==> src/inc/dmccs_pkg.sv <==
/*
 * Constants, types and register map of the DLL mode and clock change
 * sequencer. Assumes a 125 MHz system clock and a 32-bit AHB-Lite bus.
 */
package dmccs_pkg;

  // Clock period in picoseconds.
  localparam int unsigned CLK_PERIOD_PS = 8000;

  // Default delay times in nanoseconds, rounded up to whole cycles.
  localparam int unsigned MOD_DELAY_NS   = 96;
  localparam int unsigned MRD_DELAY_NS   = 32;
  localparam int unsigned CKSRE_DELAY_NS = 40;
  localparam int unsigned XP_DELAY_NS    = 24;
  localparam int unsigned XS_DELAY_NS    = 400;
  localparam int unsigned LOCK_TIME_NS   = 4096;
  localparam int unsigned CAL_TIME_NS    = 2048;
  localparam int unsigned MOD_CYC   =
    (MOD_DELAY_NS * 1000 + CLK_PERIOD_PS - 1) / CLK_PERIOD_PS;
  localparam int unsigned MRD_CYC   =
    (MRD_DELAY_NS * 1000 + CLK_PERIOD_PS - 1) / CLK_PERIOD_PS;
  localparam int unsigned CKSRE_CYC =
    (CKSRE_DELAY_NS * 1000 + CLK_PERIOD_PS - 1) / CLK_PERIOD_PS;
  localparam int unsigned XP_CYC    =
    (XP_DELAY_NS * 1000 + CLK_PERIOD_PS - 1) / CLK_PERIOD_PS;
  localparam int unsigned XS_CYC    =
    (XS_DELAY_NS * 1000 + CLK_PERIOD_PS - 1) / CLK_PERIOD_PS;
  localparam int unsigned LOCK_CYC  =
    (LOCK_TIME_NS * 1000 + CLK_PERIOD_PS - 1) / CLK_PERIOD_PS;
  localparam int unsigned CAL_CYC   =
    (CAL_TIME_NS * 1000 + CLK_PERIOD_PS - 1) / CLK_PERIOD_PS;

  // Delay timers.
  localparam int TMR_W     = 12;
  localparam int TMR_MOD   = 0;
  localparam int TMR_MRD   = 1;
  localparam int TMR_ENTRY = 2;
  localparam int TMR_EXIT  = 3;
  localparam int TMR_LOCK  = 4;
  localparam int TMR_CAL   = 5;
  localparam int NUM_TMR   = 6;

  // Register byte offsets.
  localparam logic [7:0] OFS_STATUS = 8'h00;
  localparam logic [7:0] OFS_ERROR  = 8'h04;
  localparam logic [7:0] OFS_TIME0  = 8'h08;
  localparam logic [7:0] OFS_TIME1  = 8'h0C;
  localparam logic [7:0] OFS_TIME2  = 8'h10;
  localparam logic [7:0] OFS_MODE   = 8'h14;

  // Timing register fields: TIME0 holds four 8-bit counts.
  localparam int F_MOD   = 0;
  localparam int F_MRD   = 8;
  localparam int F_CKSRE = 16;
  localparam int F_XP    = 24;
  localparam int F_LOCK  = 0;
  localparam int F_XS    = 16;
  localparam int F_CAL   = 0;
  localparam int F_RELOCK = 31;
  localparam logic [31:0] TIME0_RST = {8'(XP_CYC), 8'(CKSRE_CYC),
                                       8'(MRD_CYC), 8'(MOD_CYC)};
  localparam logic [31:0] TIME1_RST = {4'h0, 12'(XS_CYC), 4'h0,
                                       12'(LOCK_CYC)};
  localparam logic [31:0] TIME2_RST = {20'h00000, 12'(CAL_CYC)};

  // Error bits.
  localparam int E_IDLE = 0;
  localparam int E_CMD  = 1;
  localparam int E_CKE  = 2;
  localparam int E_TERM = 3;
  localparam int E_NOP  = 4;
  localparam int E_LOCK = 5;
  localparam int E_LAT  = 6;
  localparam int NUM_ERR = 7;

  // Mode register fields.
  localparam int EMR_DLL_OFF  = 0;
  localparam int BMR_DLL_RST  = 8;
  localparam int EMR_RTT_A    = 2;
  localparam int EMR_RTT_B    = 6;
  localparam int EMR_RTT_C    = 9;
  localparam int MR2_RTTW_A   = 9;
  localparam int MR2_RTTW_B   = 10;
  localparam int BMR_RL_LSB   = 4;
  localparam int MR2_WL_LSB   = 3;
  localparam logic [2:0] RL_SIX = 3'h2;
  localparam logic [2:0] WL_SIX = 3'h1;
  localparam logic [12:0] BMR_RST = 13'h0020;
  localparam logic [12:0] EMR_RST = 13'h0000;
  localparam logic [12:0] MR2_RST = 13'h0008;
  localparam logic [2:0] BA_BMR = 3'h0;
  localparam logic [2:0] BA_EMR = 3'h1;
  localparam logic [2:0] BA_MR2 = 3'h2;
  localparam int CALIB_BIT = 10;

  typedef enum logic [2:0] {
    ST_IDLE    = 3'b000,
    ST_SREF    = 3'b001,
    ST_PDN     = 3'b010,
    ST_SR_EXIT = 3'b011,
    ST_PD_EXIT = 3'b100
  } dmccs_state_t;

  // Command pins sampled at a clock edge.
  typedef struct packed {
    logic        cs_n;
    logic        ras_n;
    logic        cas_n;
    logic        we_n;
    logic [2:0]  ba;
    logic [12:0] addr;
  } dmccs_cmd_t;

endpackage

==> src/design/dmccs_ahb.sv <==
/*
 * AHB-Lite slave front end: turns bus transfers into a write strobe and
 * a registered read. Assumes single word transfers and zero wait states.
 */
`timescale 1ns/100ps
module dmccs_ahb (
  input  wire logic        sys_clk,
  input  wire logic        rst,
  input  wire logic        hsel,
  input  wire logic [31:0] haddr,
  input  wire logic [1:0]  htrans,
  input  wire logic        hwrite,
  input  wire logic [2:0]  hsize,
  input  wire logic [31:0] hwdata,
  input  wire logic        hready,
  output logic             hreadyout,
  output logic             hresp,
  output logic [31:0]      hrdata,
  output logic             wr_stb,
  output logic [7:0]       wr_addr,
  output logic [31:0]      wr_data,
  output logic [7:0]       rd_addr,
  input  wire logic [31:0] rd_data
);

  logic accept;

  // A transfer is taken on NONSEQ or SEQ while the bus is ready.
  assign accept = hsel & hready & htrans[1];
  assign rd_addr = haddr[7:0];
  assign wr_data = hwdata;
  assign hreadyout = 1'b1;
  assign hresp = 1'b0;

  // The write lands in the data phase; read data is captured early.
  always_ff @(posedge sys_clk or posedge rst) begin
    if (rst) begin
      wr_stb  <= 1'b0;
      wr_addr <= 8'h00;
      hrdata  <= 32'h00000000;
    end else begin
      wr_stb <= accept & hwrite & (hsize == 3'h2);
      if (accept) begin
        wr_addr <= haddr[7:0];
      end
      if (accept & ~hwrite) begin
        hrdata <= rd_data;
      end
    end
  end

endmodule // dmccs_ahb

==> src/design/dmccs_seq.sv <==
/*
 * Device-side sequencer for DLL on/off switching and input clock
 * frequency changes. Decodes the command pins, keeps the mode registers,
 * times the delays and records misuse by the controller in sticky error
 * bits reached over AHB-Lite. Assumes command pins synchronous to sys_clk.
 */
// Function
// - Extended A0 set disables DLL; then wait.
// - Next command only after mode delay; mode writes are taken after the cycle delay.
// - Extended A0 cleared re-enables the DLL.
// - Base A8 set starts a DLL reset.
// - Clock ignored in self refresh after entry.
// - DLL-off supports only latency six.
`timescale 1ns/100ps
module dmccs_seq (
  input  wire logic                  sys_clk,
  input  wire logic                  rst,
  input  wire logic                  hsel,
  input  wire logic [31:0]           haddr,
  input  wire logic [1:0]            htrans,
  input  wire logic                  hwrite,
  input  wire logic [2:0]            hsize,
  input  wire logic [31:0]           hwdata,
  input  wire logic                  hready,
  output logic                       hreadyout,
  output logic                       hresp,
  output logic [31:0]                hrdata,
  input  wire dmccs_pkg::dmccs_cmd_t cmd,
  input  wire logic                  cke,
  input  wire logic                  term_ctrl_in,
  output logic                       dll_enabled,
  output logic                       dll_locked,
  output logic                       cmd_ready,
  output logic                       clock_ignored,
  output logic                       self_refresh,
  output logic                       power_down
);

  dmccs_pkg::dmccs_state_t state;
  logic [12:0] base_mode_reg;
  logic [12:0] extended_mode_reg;
  logic [12:0] mr2_reg;
  logic [31:0] time0;
  logic [31:0] time1;
  logic [31:0] time2;
  logic [dmccs_pkg::NUM_ERR-1:0] err;
  logic [dmccs_pkg::NUM_ERR-1:0] err_set;
  logic        cke_prev;
  logic        term_was_en;
  logic        hold_win;
  logic        relock_due;
  logic        lock_run;
  logic        wr_stb;
  logic [7:0]  wr_addr;
  logic [31:0] wr_data;
  logic [7:0]  rd_addr;
  logic [31:0] rd_data;
  logic [dmccs_pkg::NUM_TMR-1:0] tmr_load;
  logic [dmccs_pkg::NUM_TMR-1:0] tmr_busy;
  logic [dmccs_pkg::TMR_W-1:0]   tmr_val [dmccs_pkg::NUM_TMR];
  logic nop_like;
  logic is_mrs;
  logic is_ref;
  logic is_long_cal;
  logic is_rw;
  logic in_idle;
  logic mrs_acc;
  logic zq_acc;
  logic dll_rst_acc;
  logic sr_entry;
  logic pd_entry;
  logic sr_exit;
  logic pd_exit;
  logic term_en_now;
  logic next_dll_off;
  logic [12:0] next_bmr;
  logic [12:0] next_mr2;

  dmccs_ahb u_ahb (
    .sys_clk   (sys_clk),
    .rst       (rst),
    .hsel      (hsel),
    .haddr     (haddr),
    .htrans    (htrans),
    .hwrite    (hwrite),
    .hsize     (hsize),
    .hwdata    (hwdata),
    .hready    (hready),
    .hreadyout (hreadyout),
    .hresp     (hresp),
    .hrdata    (hrdata),
    .wr_stb    (wr_stb),
    .wr_addr   (wr_addr),
    .wr_data   (wr_data),
    .rd_addr   (rd_addr),
    .rd_data   (rd_data)
  );

  // Command decode from the chip select and strobe pins.
  assign nop_like = cmd.cs_n | (cmd.ras_n & cmd.cas_n & cmd.we_n);
  assign is_mrs = ~cmd.cs_n & ~cmd.ras_n & ~cmd.cas_n & ~cmd.we_n;
  assign is_ref = ~cmd.cs_n & ~cmd.ras_n & ~cmd.cas_n & cmd.we_n;
  assign is_long_cal = ~cmd.cs_n & cmd.ras_n & cmd.cas_n & ~cmd.we_n
                   & cmd.addr[dmccs_pkg::CALIB_BIT];
  assign is_rw = ~cmd.cs_n & cmd.ras_n & ~cmd.cas_n;
  assign in_idle = (state == dmccs_pkg::ST_IDLE) & cke_prev & cke;

  // Mode writes need the cycle delay, all else the mode delay.
  assign mrs_acc = in_idle & is_mrs & ~tmr_busy[dmccs_pkg::TMR_MRD];
  assign zq_acc = in_idle & is_long_cal
                  & ~tmr_busy[dmccs_pkg::TMR_MOD];
  assign dll_rst_acc = mrs_acc & (cmd.ba == dmccs_pkg::BA_BMR)
                       & cmd.addr[dmccs_pkg::BMR_DLL_RST]
                       & dll_enabled;
  assign sr_entry = (state == dmccs_pkg::ST_IDLE) & cke_prev & ~cke
                    & is_ref;
  assign pd_entry = (state == dmccs_pkg::ST_IDLE) & cke_prev & ~cke
                    & nop_like;
  assign sr_exit = (state == dmccs_pkg::ST_SREF) & cke;
  assign pd_exit = (state == dmccs_pkg::ST_PDN) & cke;

  // Any termination feature currently programmed.
  assign term_en_now = extended_mode_reg[dmccs_pkg::EMR_RTT_A]
                       | extended_mode_reg[dmccs_pkg::EMR_RTT_B]
                       | extended_mode_reg[dmccs_pkg::EMR_RTT_C]
                       | mr2_reg[dmccs_pkg::MR2_RTTW_A]
                       | mr2_reg[dmccs_pkg::MR2_RTTW_B];

  // Timer loads, each from its programmable cycle count.
  assign tmr_load[dmccs_pkg::TMR_MOD] = mrs_acc;
  assign tmr_load[dmccs_pkg::TMR_MRD] = mrs_acc;
  assign tmr_load[dmccs_pkg::TMR_ENTRY] = sr_entry | pd_entry;
  assign tmr_load[dmccs_pkg::TMR_EXIT] = sr_exit | pd_exit;
  assign tmr_load[dmccs_pkg::TMR_LOCK] = dll_rst_acc;
  assign tmr_load[dmccs_pkg::TMR_CAL] = zq_acc;
  assign tmr_val[dmccs_pkg::TMR_MOD] =
    {4'h0, time0[dmccs_pkg::F_MOD +: 8]};
  assign tmr_val[dmccs_pkg::TMR_MRD] = {4'h0, time0[dmccs_pkg::F_MRD +: 8]};
  assign tmr_val[dmccs_pkg::TMR_ENTRY] =
    {4'h0, time0[dmccs_pkg::F_CKSRE +: 8]};
  assign tmr_val[dmccs_pkg::TMR_EXIT] = sr_exit ?
    time1[dmccs_pkg::F_XS +: dmccs_pkg::TMR_W] :
    {4'h0, time0[dmccs_pkg::F_XP +: 8]};
  assign tmr_val[dmccs_pkg::TMR_LOCK] =
    time1[dmccs_pkg::F_LOCK +: dmccs_pkg::TMR_W];
  assign tmr_val[dmccs_pkg::TMR_CAL] =
    time2[dmccs_pkg::F_CAL +: dmccs_pkg::TMR_W];

  // One delay timer per tracked delay, except that the XS and XP exit delays share the exit timer.
  genvar gi;
  generate
    for (gi = 0; gi < dmccs_pkg::NUM_TMR; gi++) begin : g_tmr
      dmccs_timer u_tmr (
        .sys_clk  (sys_clk),
        .rst      (rst),
        .load     (tmr_load[gi]),
        .load_val (tmr_val[gi]),
        .busy     (tmr_busy[gi])
      );
    end
  endgenerate

  // Power state: self refresh, precharge power-down and their exits.
  always_ff @(posedge sys_clk or posedge rst) begin
    if (rst) begin
      state <= dmccs_pkg::ST_IDLE;
    end else begin
      unique case (state)
        dmccs_pkg::ST_IDLE: begin
          if (sr_entry) begin
            state <= dmccs_pkg::ST_SREF;
          end else if (pd_entry) begin
            state <= dmccs_pkg::ST_PDN;
          end
        end
        dmccs_pkg::ST_SREF: begin
          if (cke) begin
            state <= dmccs_pkg::ST_SR_EXIT;
          end
        end
        dmccs_pkg::ST_PDN: begin
          if (cke) begin
            state <= dmccs_pkg::ST_PD_EXIT;
          end
        end
        dmccs_pkg::ST_SR_EXIT, dmccs_pkg::ST_PD_EXIT: begin
          if (~tmr_busy[dmccs_pkg::TMR_EXIT]
              & ~tmr_load[dmccs_pkg::TMR_EXIT]) begin
            state <= dmccs_pkg::ST_IDLE;
          end
        end
        default: begin
          state <= dmccs_pkg::ST_IDLE;
        end
      endcase
    end
  end

  // Clock enable history for entry edges; exits look only at the current level.
  always_ff @(posedge sys_clk or posedge rst) begin
    if (rst) begin
      cke_prev <= 1'b0;
    end else begin
      cke_prev <= cke;
    end
  end

  // New mode register values with the write applied.
  always_comb begin
    next_bmr = base_mode_reg;
    next_mr2 = mr2_reg;
    next_dll_off = ~dll_enabled;
    if (mrs_acc && cmd.ba == dmccs_pkg::BA_BMR) begin
      next_bmr = cmd.addr;
    end
    if (mrs_acc && cmd.ba == dmccs_pkg::BA_MR2) begin
      next_mr2 = cmd.addr;
    end
    if (mrs_acc && cmd.ba == dmccs_pkg::BA_EMR) begin
      next_dll_off = cmd.addr[dmccs_pkg::EMR_DLL_OFF];
    end
  end

  // Mode registers and the DLL enable they carry.
  always_ff @(posedge sys_clk or posedge rst) begin
    if (rst) begin
      base_mode_reg <= dmccs_pkg::BMR_RST;
      extended_mode_reg <= dmccs_pkg::EMR_RST;
      mr2_reg <= dmccs_pkg::MR2_RST;
      dll_enabled <= 1'b1;
    end else begin
      base_mode_reg <= next_bmr;
      mr2_reg <= next_mr2;
      if (mrs_acc && cmd.ba == dmccs_pkg::BA_EMR) begin
        extended_mode_reg <= cmd.addr;
        dll_enabled <= ~cmd.addr[dmccs_pkg::EMR_DLL_OFF];
      end
    end
  end

  // Lock tracking: lost on disable, reset or relock demand.
  always_ff @(posedge sys_clk or posedge rst) begin
    if (rst) begin
      dll_locked <= 1'b1;
      lock_run <= 1'b0;
    end else if (~dll_enabled | next_dll_off) begin
      dll_locked <= 1'b0;
      lock_run <= 1'b0;
    end else if (dll_rst_acc) begin
      dll_locked <= 1'b0;
      lock_run <= 1'b1;
    end else if (pd_exit & time2[dmccs_pkg::F_RELOCK]) begin
      dll_locked <= 1'b0;
    end else if (lock_run & ~tmr_busy[dmccs_pkg::TMR_LOCK]) begin
      dll_locked <= 1'b1;
      lock_run <= 1'b0;
    end
  end

  // Termination state at entry, and the hold window after exit.
  always_ff @(posedge sys_clk or posedge rst) begin
    if (rst) begin
      term_was_en <= 1'b0;
      hold_win <= 1'b0;
      relock_due <= 1'b0;
    end else begin
      if (sr_entry) begin
        term_was_en <= term_en_now;
      end else if (pd_entry) begin
        term_was_en <= extended_mode_reg[dmccs_pkg::EMR_RTT_A]
                       | extended_mode_reg[dmccs_pkg::EMR_RTT_B]
                       | extended_mode_reg[dmccs_pkg::EMR_RTT_C];
      end
      if (pd_exit & time2[dmccs_pkg::F_RELOCK]) begin
        relock_due <= 1'b1;
      end else if (dll_rst_acc) begin
        relock_due <= 1'b0;
      end
      if (sr_exit | (pd_exit & time2[dmccs_pkg::F_RELOCK])) begin
        hold_win <= 1'b1;
      end else if (state == dmccs_pkg::ST_IDLE & ~relock_due & ~lock_run
                   & ~tmr_busy[dmccs_pkg::TMR_MOD] & ~mrs_acc
                   & ~dll_rst_acc) begin
        hold_win <= 1'b0;
      end
    end
  end

  // Misuse by the controller, one sticky bit per kind.
  always_comb begin
    err_set = '0;
    err_set[dmccs_pkg::E_IDLE] = (sr_entry & (term_ctrl_in
      | tmr_busy[dmccs_pkg::TMR_MOD]))
      | (mrs_acc & (cmd.ba == dmccs_pkg::BA_EMR) & dll_enabled
      & cmd.addr[dmccs_pkg::EMR_DLL_OFF] & term_ctrl_in);
    err_set[dmccs_pkg::E_CMD] = (state == dmccs_pkg::ST_IDLE) & cke_prev
      & ~nop_like & ~mrs_acc & tmr_busy[dmccs_pkg::TMR_MOD];
    err_set[dmccs_pkg::E_CKE] = hold_win & cke_prev & ~cke;
    err_set[dmccs_pkg::E_TERM] = term_ctrl_in & term_was_en
      & (hold_win | state == dmccs_pkg::ST_PDN
      | state == dmccs_pkg::ST_SREF);
    err_set[dmccs_pkg::E_NOP] = (state == dmccs_pkg::ST_SR_EXIT)
      & ~nop_like;
    err_set[dmccs_pkg::E_LOCK] = in_idle & is_rw & (~dll_locked
      & dll_enabled | tmr_busy[dmccs_pkg::TMR_CAL]);
    err_set[dmccs_pkg::E_LAT] = mrs_acc & next_dll_off
      & ((next_bmr[dmccs_pkg::BMR_RL_LSB +: 3] != dmccs_pkg::RL_SIX)
      | (next_mr2[dmccs_pkg::MR2_WL_LSB +: 3] != dmccs_pkg::WL_SIX));
  end

  // Error bits: a new event wins over a write-one clear.
  always_ff @(posedge sys_clk or posedge rst) begin
    if (rst) begin
      err <= '0;
    end else if (wr_stb && wr_addr == dmccs_pkg::OFS_ERROR) begin
      err <= (err & ~wr_data[dmccs_pkg::NUM_ERR-1:0]) | err_set;
    end else begin
      err <= err | err_set;
    end
  end

  // Timing count registers written by software.
  always_ff @(posedge sys_clk or posedge rst) begin
    if (rst) begin
      time0 <= dmccs_pkg::TIME0_RST;
      time1 <= dmccs_pkg::TIME1_RST;
      time2 <= dmccs_pkg::TIME2_RST;
    end else if (wr_stb) begin
      if (wr_addr == dmccs_pkg::OFS_TIME0) begin
        time0 <= wr_data;
      end
      if (wr_addr == dmccs_pkg::OFS_TIME1) begin
        time1 <= wr_data & 32'h0FFF0FFF;
      end
      if (wr_addr == dmccs_pkg::OFS_TIME2) begin
        time2 <= wr_data & 32'h80000FFF;
      end
    end
  end

  // Register read mux; unmapped offsets read zero.
  always_comb begin
    unique case (rd_addr)
      dmccs_pkg::OFS_STATUS: rd_data = {23'h000000, relock_due, hold_win,
        clock_ignored, cmd_ready, dll_locked, dll_enabled, state};
      dmccs_pkg::OFS_ERROR: rd_data = {25'h0000000, err};
      dmccs_pkg::OFS_TIME0: rd_data = time0;
      dmccs_pkg::OFS_TIME1: rd_data = time1;
      dmccs_pkg::OFS_TIME2: rd_data = time2;
      dmccs_pkg::OFS_MODE: rd_data = {3'h0, extended_mode_reg, 3'h0,
        base_mode_reg};
      default: rd_data = 32'h00000000;
    endcase
  end

  // Clock is a don't-care once entry delay has passed.
  assign clock_ignored = (state == dmccs_pkg::ST_SREF
    | state == dmccs_pkg::ST_PDN)
    & ~tmr_busy[dmccs_pkg::TMR_ENTRY];
  assign cmd_ready = (state == dmccs_pkg::ST_IDLE)
    & ~tmr_busy[dmccs_pkg::TMR_MOD];
  assign self_refresh = (state == dmccs_pkg::ST_SREF);
  assign power_down = (state == dmccs_pkg::ST_PDN);

endmodule // dmccs_seq

==> src/design/dmccs_timer.sv <==
/*
 * Down counter that measures one delay and reports while it runs.
 * Assumes the load value is given in clock cycles.
 */
`timescale 1ns/100ps
module dmccs_timer (
  input  wire logic                       sys_clk,
  input  wire logic                       rst,
  input  wire logic                       load,
  input  wire logic [dmccs_pkg::TMR_W-1:0] load_val,
  output logic                            busy
);

  logic [dmccs_pkg::TMR_W-1:0] count;

  // A load restarts the count; otherwise it runs down to zero.
  always_ff @(posedge sys_clk or posedge rst) begin
    if (rst) begin
      count <= '0;
    end else if (load) begin
      count <= load_val;
    end else if (count != '0) begin
      count <= count - 1'b1;
    end
  end

  assign busy = (count != '0);

endmodule // dmccs_timer

==> config.mk <==
export PLATFORM = sky130hd
export DESIGN_NAME = dmccs_seq
export DESIGN_NICKNAME = d
export VERILOG_FILES = /design/src/inc/dmccs_pkg.sv /design/src/design/dmccs_ahb.sv /design/src/design/dmccs_seq.sv /design/src/design/dmccs_timer.sv
export SDC_FILE = /design/constraint.sdc
export NUM_CORES = 1
export LEC_CHECK = 0
export ABC_CLOCK_PERIOD_IN_PS = 7100
export CAP_MARGIN = 15
export CELL_PAD_IN_SITES_DETAIL_PLACEMENT = 0
export CELL_PAD_IN_SITES_GLOBAL_PLACEMENT = 1
export CORE_ASPECT_RATIO = 0.7
export CORE_UTILIZATION = 46
export DETAILED_ROUTE_END_ITERATION = 10
export DONT_BUFFER_PORTS = 1
export GPL_TIMING_DRIVEN = 0
export PLACE_DENSITY = 0.73
export SLEW_MARGIN = 10
export SYNTH_ARGS = -nofsm -noshare
export SYNTH_HDL_FRONTEND = slang
export SYNTH_SLANG_ARGS = --single-unit
==> constraint.sdc <==
create_clock -name sys_clk -period 7.1 [get_ports sys_clk]
set_clock_uncertainty 0.15 [all_clocks]
set_input_delay 0.71 -clock sys_clk [delete_from_list [all_inputs] [get_ports sys_clk]]
set_output_delay 0.71 -clock sys_clk [all_outputs]
set_load 0.02 [all_outputs]
---- Yosys cells after proc, flatten, opt, wreduce, memory -nomap -nowiden ----
Index checks and enable logic that the tools add are counted.
word-level totals
  output and inout port bits .............. 40
  bits of input ports ..................... 96
  flip-flop bits (word level) ............. 236
  logic and storage cells ................. 221
cells by class
  equality and inequality tests ........... 23
  bitwise gates (word level) .............. 98
  multiplexer cells ....................... 38
  add/subtract/negate cells ............... 6
  reduce and logical (&&, ||, !) cells .... 30
operators with widths
  operator                 count
  $pmux W32 S6             1
  $mux W12                 13
  $reduce_bool A12 Y1      6
  $sub A12 B1 Y12 const B  6
  $and A1 B1 Y1            58
  $eq A8 B4 Y1 const B     4
  $eq A8 B5 Y1 const B     3
  $not A1 Y1               20
  $reduce_bool A2 Y1       9
  $eq A8 B3 Y1 const B     2
  $or A1 B1 Y1             16
  $mux W1                  15
  $mux W3                  5
  $mux W7                  2
  $or A7 B7 Y7             2
  $eq A3 B2 Y1 const B     4
  $pmux W3 S4              1
  $logic_not A8 Y1         1
  $reduce_and A2 Y1        4
  $and A7 B7 Y7            1
  $not A7 Y7               1
  $eq A3 B1 Y1 const B     2
  $logic_not A3 Y1         2
  $mux W6                  1
  10 further kinds         16

---- Depth between registers and ports, before layout ----
Gate-level depths: netlist (run 1).
  word-level depth ........................ 13
  gate-level depth with buffers ........... 10
  gate-level depth less buffers ........... 8

---- By module ----
From an unflattened synthesis (run 1), not the netlist that was laid out.
second synthesis, totals
  cells, all modules ...................... 1059
  area, all modules ....................... 12300.5 um^2
modules (own cells, without submodules)
  module       instances  area an instance (um^2)  cells each
  dmccs_seq    1          5805.6                   488
  dmccs_timer  6          749.5                    73
  dmccs_ahb    1          1998.2                   133

---- Least setup slack after synthesis (run 1) ----
Ideal clock, no wire load.
  kind .................................... register -> output
  start ................................... register g_tmr[2].u_tmr.count[4] in the netlist's numbering
  end ..................................... output clock_ignored
  required time ........................... 6.240 ns
  arrival time ............................ 1.764 ns
  path slack .............................. 4.476 ns
  path buffers ............................ 0
  stages on the path, launching flop included .. 4
  path through ............................ dfrtp_1 -> nor4_1 -> nand3_1 -> nor3_1
between the ends
  word-level cells in the longest chain between the ends .. 3
RTL lines
  item                      line               text
  start: declaration        dmccs_timer.sv:14  logic [dmccs_pkg::TMR_W-1:0] count;
  start signal: assignment  dmccs_timer.sv:21  count <= load_val;
  start signal: assignment  dmccs_timer.sv:23  count <= count - 1'b1;
  $reduce_bool A12 Y1       dmccs_timer.sv:27  assign busy = (count != '0);
  $not A1 Y1                dmccs_seq.sv:359   & ~tmr_busy[dmccs_pkg::TMR_ENTRY];
  $and A1 B1 Y1             dmccs_seq.sv:359
  end: declaration          dmccs_seq.sv:34    output logic clock_ignored,
Every way passes these cells.

---- Worst setup path in the final report (run 1) ----
Ends and elaborated chain as after synthesis.

==> results of run 1 <==
-- power breakdown --
group / leakage, nW / switching, mW / total, mW / internal, mW
registers: 2.90 / 0.0923 / 1.50 / 1.41
clock network: 0.386 / 0.520 / 1.26 / 0.743
logic: 2.00 / 0.242 / 0.425 / 0.183
-- metrics by stage --
stage,setup slack (ns),utilization [%],instances
floorplan,3.25,-,1002
global placement,1.84,49.4,1314
detailed placement,3.72,50.1,1321
CTS,3.17,53.6,1364
global route,3.07,53.6,1364
finish,3.15,53.6,1364
-- worst reg2reg max path: stages, from the launching register on --
cell     delay, ns
dfrtp_1       0.43
nor4_1        0.72
nand3_1       0.51
nor3_1        0.91
a32oi_1       0.37
o21ai_0       0.22
-- area by class of cell --
class                   instances  share of cell area, %
plain buffers                  47                   1.77
clock buffers                  38                   5.94
clock inverters                 4                  0.395
inverters                      23                  0.729
multi-input cells             702                   39.9
flip-flops and latches        230                   46.7
well taps                     312                   3.16
repair buffers                  8                   1.34
-- cells in the mapped netlist, drive strengths merged (10+ instances only) --
cell      n  area, sq um
o21ai    63          315
nand2b   11         68.8
nor3     29          160
nand3    17          108
dfrtp   214         5360
nor2     58          223
dfstp    16          420
a22oi    13         97.6
o31ai    17          128
inv      23         86.3
mux2    114         1290
nand2   136          510
xnor2    36          315
nor4     20          153
xor2     16          140
buf      22          125
a21o     10         75.1
a21oi    22          110
clkbuf   25         93.8
-- kinds of logic (layout without fill, tap and decap cells) --
group	after synthesis	count (layout)
compound gates	182	182
xor+xnor	52	52
simple gates	331	331
buf+inv	70	120
fa+ha+maj	9	9
mux	126	126
other cells	2	2
flops	230	230
-- path summary, 6_finish.rpt --
kind | from | endpoint | depth (start not counted)
worst max-delay path | g_tmr[2].u_tmr.count[4] | clock_ignored | 3
worst min-delay path | cke | cke_prev | 0
worst max register to register | g_tmr[2].u_tmr.count[4] | u_ahb.hrdata[6] | 5
worst min register to register | err[0] | err[0] | 1
max in group asynchronous | rst | time0[31] | 6
min in group asynchronous | rst | g_tmr[5].u_tmr.count[5] | 2
-- repair_timing --
action / CTS / global route
hold buffers: 1 / 0
resized for setup: 0 / 0
hold endpoints to repair: 16 / 0
-- layer usage --
layer / track usage [%] / vias up / share of wire [%]
met5: 0 / - / 0.041
met4: 5.15 / 2 / 1.6
met3: 6.92 / 37 / 10
met2: 34.7 / 335 / 39
met1: 41.4 / 4031 / 49
li1: - / 3683 / -
==> results.sh, run 1 <==
export IMPL_vias=8088
export IMPL_regMostFlops="g_tmr.u_tmr.count"
export IMPL_cp_start_kind="flip-flop"
export IMPL_cp_cell_sequence="nor4_1, nand3_1, nor3_1"
export IMPL_synth_fa_ha_area_share_pct=1.02
export IMPL_synth_top_family_by_area="simple AND/OR/NAND/NOR gates"
export IMPL_avgSynthCellArea_sq_um=11.0
export IMPL_critPathArrivalTime_ns=3.09
export IMPL_hpwl_mm=24.0
export IMPL_finalNetCount=1141
export IMPL_core_sq_um=23100
export IMPL_reg2reg_slack_ns=3.71
export IMPL_peakVddDrop_mv=0.188
export IMPL_clkSlewWorstSetupHoldPaths_ns=0.06
export IMPL_clock_sinks=230
export IMPL_layout_common_cells="214 x dfrtp_1, 136 x nand2_1, 111 x mux2_2, 63 x o21ai_0, 56 x nor2_1"
export IMPL_ys_types=67
export IMPL_viasPerCell=5.93
export IMPL_rsz0062_at_grt="no"
export IMPL_place_area_sq_um=11600
export IMPL_fin_tns_setup_ns=0
export IMPL_grt_pass1_wl_mm=48.5
export IMPL_largestRegisters="g_tmr.u_tmr.count: 72 flops, time0: 32 flops, u_ahb.hrdata: 32 flops"
export IMPL_max_cap_violations=0
export IMPL_cts_made_buffers=24
export IMPL_critical_path_class="flip-flop to output port"
export IMPL_slowest_stage="nor3_1"
export IMPL_grt_pass1_vias=7745
export IMPL_setup_viol=0
export IMPL_dieArea_sq_um=24500
export IMPL_gp_congestion=0.891
export IMPL_synthCells=1002
export IMPL_power_density_nw_per_um2=258
export IMPL_crit_family="simple AND/OR/NAND/NOR gates"
export IMPL_cts_htree_levels=1
export IMPL_min_path_type="input pin to flip-flop"
export IMPL_netlist_area_sq_um=11000
export IMPL_worst_path_max_fanout=6
export IMPL_final_common_cell="dfrtp_1"
export IMPL_yosysSeqAreaShare_pct=52.5
export IMPL_dr_pass1_iters=8
export IMPL_hold_viol_final=0
export IMPL_synth_compound_area_share_pct=11.0
export IMPL_end_kind="output port"
export IMPL_clk_path_buf_depth=3
export IMPL_fin_area_sq_um=12400
export IMPL_grt_max_degree=39
export IMPL_final_period_utilization_pct=55.6
export IMPL_wl_per_cell_um=23.1
export IMPL_insertion_delay_ns=0.52
export IMPL_synth_edf_count=0
export IMPL_placementRows=46
export IMPL_overflow=0
export IMPL_die_h_um=131
export IMPL_drive_gt1_share_pct=20.4
export IMPL_worstPathRequired_ns=6.24
export IMPL_largest_reg_flops=72
export IMPL_power_mw=3.19
export IMPL_fillers=2073
export IMPL_wl_mm=31.6
export IMPL_post_route_min_period_ns=3.95
export IMPL_portBuffers=0
export IMPL_worst_slew_pin_slew_ns=1.00
export IMPL_slew_headroom_pct=32.8
export IMPL_synth_seq_cells=230
export IMPL_synthSimpleGateAreaFrac_pct=15.3
export IMPL_crit_buf_inv=0
export IMPL_cp_slowest_stage_delay_ns=0.91
export IMPL_leakage_nw=5.28
export IMPL_diodes=0
export IMPL_synthArstFlopShare_pct=100
export IMPL_initial_core_util_pct=47.7
export IMPL_ys_flop_type="dfrtp_1"
export IMPL_dieWidth_um=187
export IMPL_status="finished clean"
export IMPL_synth_area_mux_share_pct=13.2
export IMPL_synth_nets=1107
export IMPL_multi_input_area_sq_um=4940
export IMPL_drt_initial_drc_count=642
export IMPL_track_usage_pct=26.0
export IMPL_remaining_drc_errors=0
export IMPL_seqCellArea_sq_um=5780
export IMPL_ant_nets=0
export IMPL_cts_tree="built"
export IMPL_synthXorXnorAreaFrac_pct=4.14
export IMPL_fin_hold_ws_ns=0.0668
export IMPL_antenna_found_initial=1
export IMPL_postCtsSetupBuffers=0
export IMPL_yosys_warnings=0
export IMPL_cts_root_buf="clkbuf_16"
export IMPL_drv_slew=0
export IMPL_fmax_mhz=253
export IMPL_pin_count=136
export IMPL_syn2layout_area_growth_pct=12.4
Power figures use the tool's default switching activity.
==> run 2, diff against run 1 <==
Settings changed: ABC_AREA set to 1, ABC_CLOCK_PERIOD_IN_PS 7100 to 3920, CORE_UTILIZATION 46 to 48, PLACE_DENSITY 0.73 to 0.77.
Clock period 7.1 ns to 3.92 ns, I/O delays scaled along.
==> run 2 against run 1 <==
  * Wire length grew 13%
  * Core utilization grew 4.0 points
  * Synthesized area up 1.6%
  * Non-clock buffer count grew 48
  * Cell count grew 32%
  * Design area increased by 5.8%
  * Register-to-register slack lost 2.6 ns
  * Die area is 2.6% lower
  * Setup slack got worse by 2.2 ns
  * Combinational power rose to 2.6 times the previous value
  * Critical path depth rose by 2
  * Worst hold slack lost 0.064 ns
  * Critical endpoint is now cmd_ready
  * Largest cell class unchanged
  * Largest power group unchanged
==> results.sh, run 2 <==
export IMPL_cts_root_buf="clkbuf_16"
export IMPL_dpl_worst_slack_ns=1.08
export IMPL_crit_buf_inv=0
export IMPL_gp_congestion=0.933
export IMPL_power_density_nw_per_um2=475
export IMPL_post_route_min_period_ns=2.97
export IMPL_setup_viol=0
export IMPL_power_share_clock_pct=36.4
export IMPL_grt_pass1_wl_mm=54.4
export IMPL_switching_share_pct=30.4
export IMPL_dieWidth_um=184
export IMPL_core_sq_um=22700
export IMPL_worst_slew_pin_slew_ns=1.04
export IMPL_dieArea_sq_um=23900
export IMPL_ant_nets=0
export IMPL_largest_reg_flops=72
export IMPL_wl_mm=35.7
export IMPL_peakVddDrop_mv=0.347
export IMPL_finalNetCount=1574
export IMPL_crit_path_frequent_cell="nor2_1"
export IMPL_synth_common_cells="329 x nand2_1, 214 x dfrtp_1, 190 x inv_1"
export IMPL_largestRegisters="g_tmr.u_tmr.count: 72 flops, time0: 32 flops, u_ahb.hrdata: 32 flops"
export IMPL_viasPerCell=5.45
export IMPL_r2r_cells=9
export IMPL_avgSynthCellArea_sq_um=8.12
export IMPL_hold_viol_final=0
export IMPL_initial_core_util_pct=49.2
export IMPL_grt_pass1_vias=9095
export IMPL_overflow=0
export IMPL_stdcell_count=1800
export IMPL_rsz0062_at_grt="no"
export IMPL_postCtsSetupBuffers=0
export IMPL_cp_cell_sequence="nor2_1, nand2_1, nor2_1, nand4_1, nor2_1"
export IMPL_ys_flop_type="dfrtp_1"
export IMPL_hold_depth=3
export IMPL_worst_path_max_fanout=8
export IMPL_syn2layout_area_growth_pct=16.9
export IMPL_cts_htree_levels=1
export IMPL_synth_edf_count=0
export IMPL_critical_path_class="flip-flop to output port"
export IMPL_fmax_mhz=336
export IMPL_intPower_mw=4.32
export IMPL_remaining_drc_errors=0
export IMPL_synth_seq_cells=230
export IMPL_layout_common_cells="329 x nand2_1, 214 x dfrtp_1, 189 x inv_1, 187 x o21ai_0, 108 x nor2_1"
export IMPL_track_usage_pct=30.4
export IMPL_pin_count=136
export IMPL_cts_made_buffers=24
export IMPL_placementRows=46
export IMPL_worstPathRequired_ns=3.38
export IMPL_clock_sinks=230
export IMPL_drt_initial_drc_count=951
export IMPL_yosys_warnings=0
export IMPL_cts_tree="built"
export IMPL_cts_resized=0
export IMPL_end_kind="output port"
export IMPL_worst_slack_ns=0.946
export IMPL_cp_depth=5
export IMPL_yosysSeqAreaShare_pct=51.7
export IMPL_synth_most_common_cell="nand2_1"
export IMPL_crit_family="simple AND/OR/NAND/NOR gates"
export IMPL_synth_top_area_share_pct=47.9
export IMPL_final_period_utilization_pct=75.9
export IMPL_min_path_type="input pin to flip-flop"
export IMPL_critPathArrivalTime_ns=2.43
export IMPL_comb_power_share_pct=17.9
export IMPL_seq_power_share_pct=45.7
export IMPL_cp_slowest_stage_delay_ns=0.62
export IMPL_drv_slew=0
export IMPL_synthCells=1377
export IMPL_p_sw_mw=1.89
export IMPL_dr_pass1_iters=8
export IMPL_drive_gt1_share_pct=6.86
export IMPL_grt_max_degree=38
export IMPL_hpwl_mm=27.5
export IMPL_leakage_nw=6.77
export IMPL_die_h_um=130
export IMPL_max_cap_violations=0
export IMPL_cp_start_kind="flip-flop"
export IMPL_ys_types=48
export IMPL_insertion_delay_ns=0.52
export IMPL_regMostFlops="g_tmr.u_tmr.count"
export IMPL_synthArstFlopShare_pct=100
export IMPL_vias=9813
export IMPL_final_common_cell="nand2_1"
export IMPL_wl_per_cell_um=19.8
export IMPL_clkSlewWorstSetupHoldPaths_ns=0.07
export IMPL_synthTopCellsByArea="dfrtp_1 48%, nand2_1 11%, o21ai_0 8.4%, inv_1 6.4%, dfstp_2 3.8%"
export IMPL_antenna_found_initial=1
export IMPL_dp_cells=1696
export IMPL_synth_nets=1482
export IMPL_yosys_area_top_type="dfrtp_1"
export IMPL_place_area_sq_um=11700
export IMPL_slew_headroom_pct=29.9
export IMPL_fin_area_sq_um=13100
export IMPL_clk_path_buf_depth=3
export IMPL_netlist_area_sq_um=11200
export IMPL_slowest_stage="nor2_1"
export IMPL_portBuffers=0
export IMPL_status="finished clean"
export IMPL_power_mw=6.21
-- run 2: power by group through the flow --
stage	sequential (mW)	clock, mW	combinational, mW
2_1_floorplan	2.82	0	0.817
3_3_place_gp	2.87	0	1.01
3_5_place_dp	2.87	0	1.05
4_1_cts	2.83	2.28	1.10
5_1_grt	2.87	2.37	1.28
6_report	2.84	2.26	1.11
-- run 2: logic make-up after synthesis --
logic type	synth area share [%]
AND/OR/NAND/NOR	21.8
XOR/XNOR	2.27
multiplexers	0.906
flip-flops	51.7
other	0.0672
AO/OA/AOI/OAI	14.3
adder cells (fa/ha/maj)	1.01
buffers and inverters	8.00
-- run 2: final timing paths --
kind	start	to	slack, ns
worst max-delay path	g_tmr[0].u_tmr.count[6]	cmd_ready	0.95
worst min register to register	g_tmr[0].u_tmr.count[9]	g_tmr[0].u_tmr.count[9]	0.31
min in group asynchronous	rst	g_tmr[5].u_tmr.count[8]	0.24
worst max register to register	g_tmr[0].u_tmr.count[0]	g_tmr[5].u_tmr.count[3]	1.11
worst min-delay path	cmd[14]	base_mode_reg[6]	0.002
max in group asynchronous	rst	mr2_reg[3]	2.06
-- run 2: final cells by class --
cell class,instances,area (sq um)
fillers,2131,9660
plain buffers,37,166
clock buffers,33,676
repair buffers,66,731
clock inverters,11,91.3
flip-flops and latches,230,5780
well taps,312,390
multi-input cells,916,4510
inverters,194,732
diodes,1,2.50
-- run 2: worst register-to-register path: stages (launching register included) --
cell     delay [ns]
dfrtp_1        0.39
inv_1          0.17
ha_1           0.22
nand3_1        0.08
nor3_1         0.80
nand2_1        0.26
nand2_1        0.21
inv_1          0.18
o21ai_0        0.12
o21ai_0        0.10
-- run 2: repair_timing --
item	4_1_cts	5_1_grt
endpoints found under the hold margin	128	0
hold buffers	59	0
endpoints found under the setup margin	0	0
-- run 2: stage by stage --
step                TNS [ns]  utilization, %  hold slack, ns
finish                     0            57.5         0.00237
global route               0            57.5          0.0141
CTS                        0            57.5        0.000122
detailed placement         0            51.5           0.184
global placement     -205.04            50.9           0.275
floorplan                  0               -           0.273
-- run 2: metal layers --
metal	vias to the layer above	track usage [%]	share of wire, %	routed length, um
li1	4671	-	-	-
met1	4735	48.8	50	17700
met2	369	41.3	40	14300
met3	38	6.70	8.9	3180
met4	0	6.08	1.7	607
met5	-	0	0	0
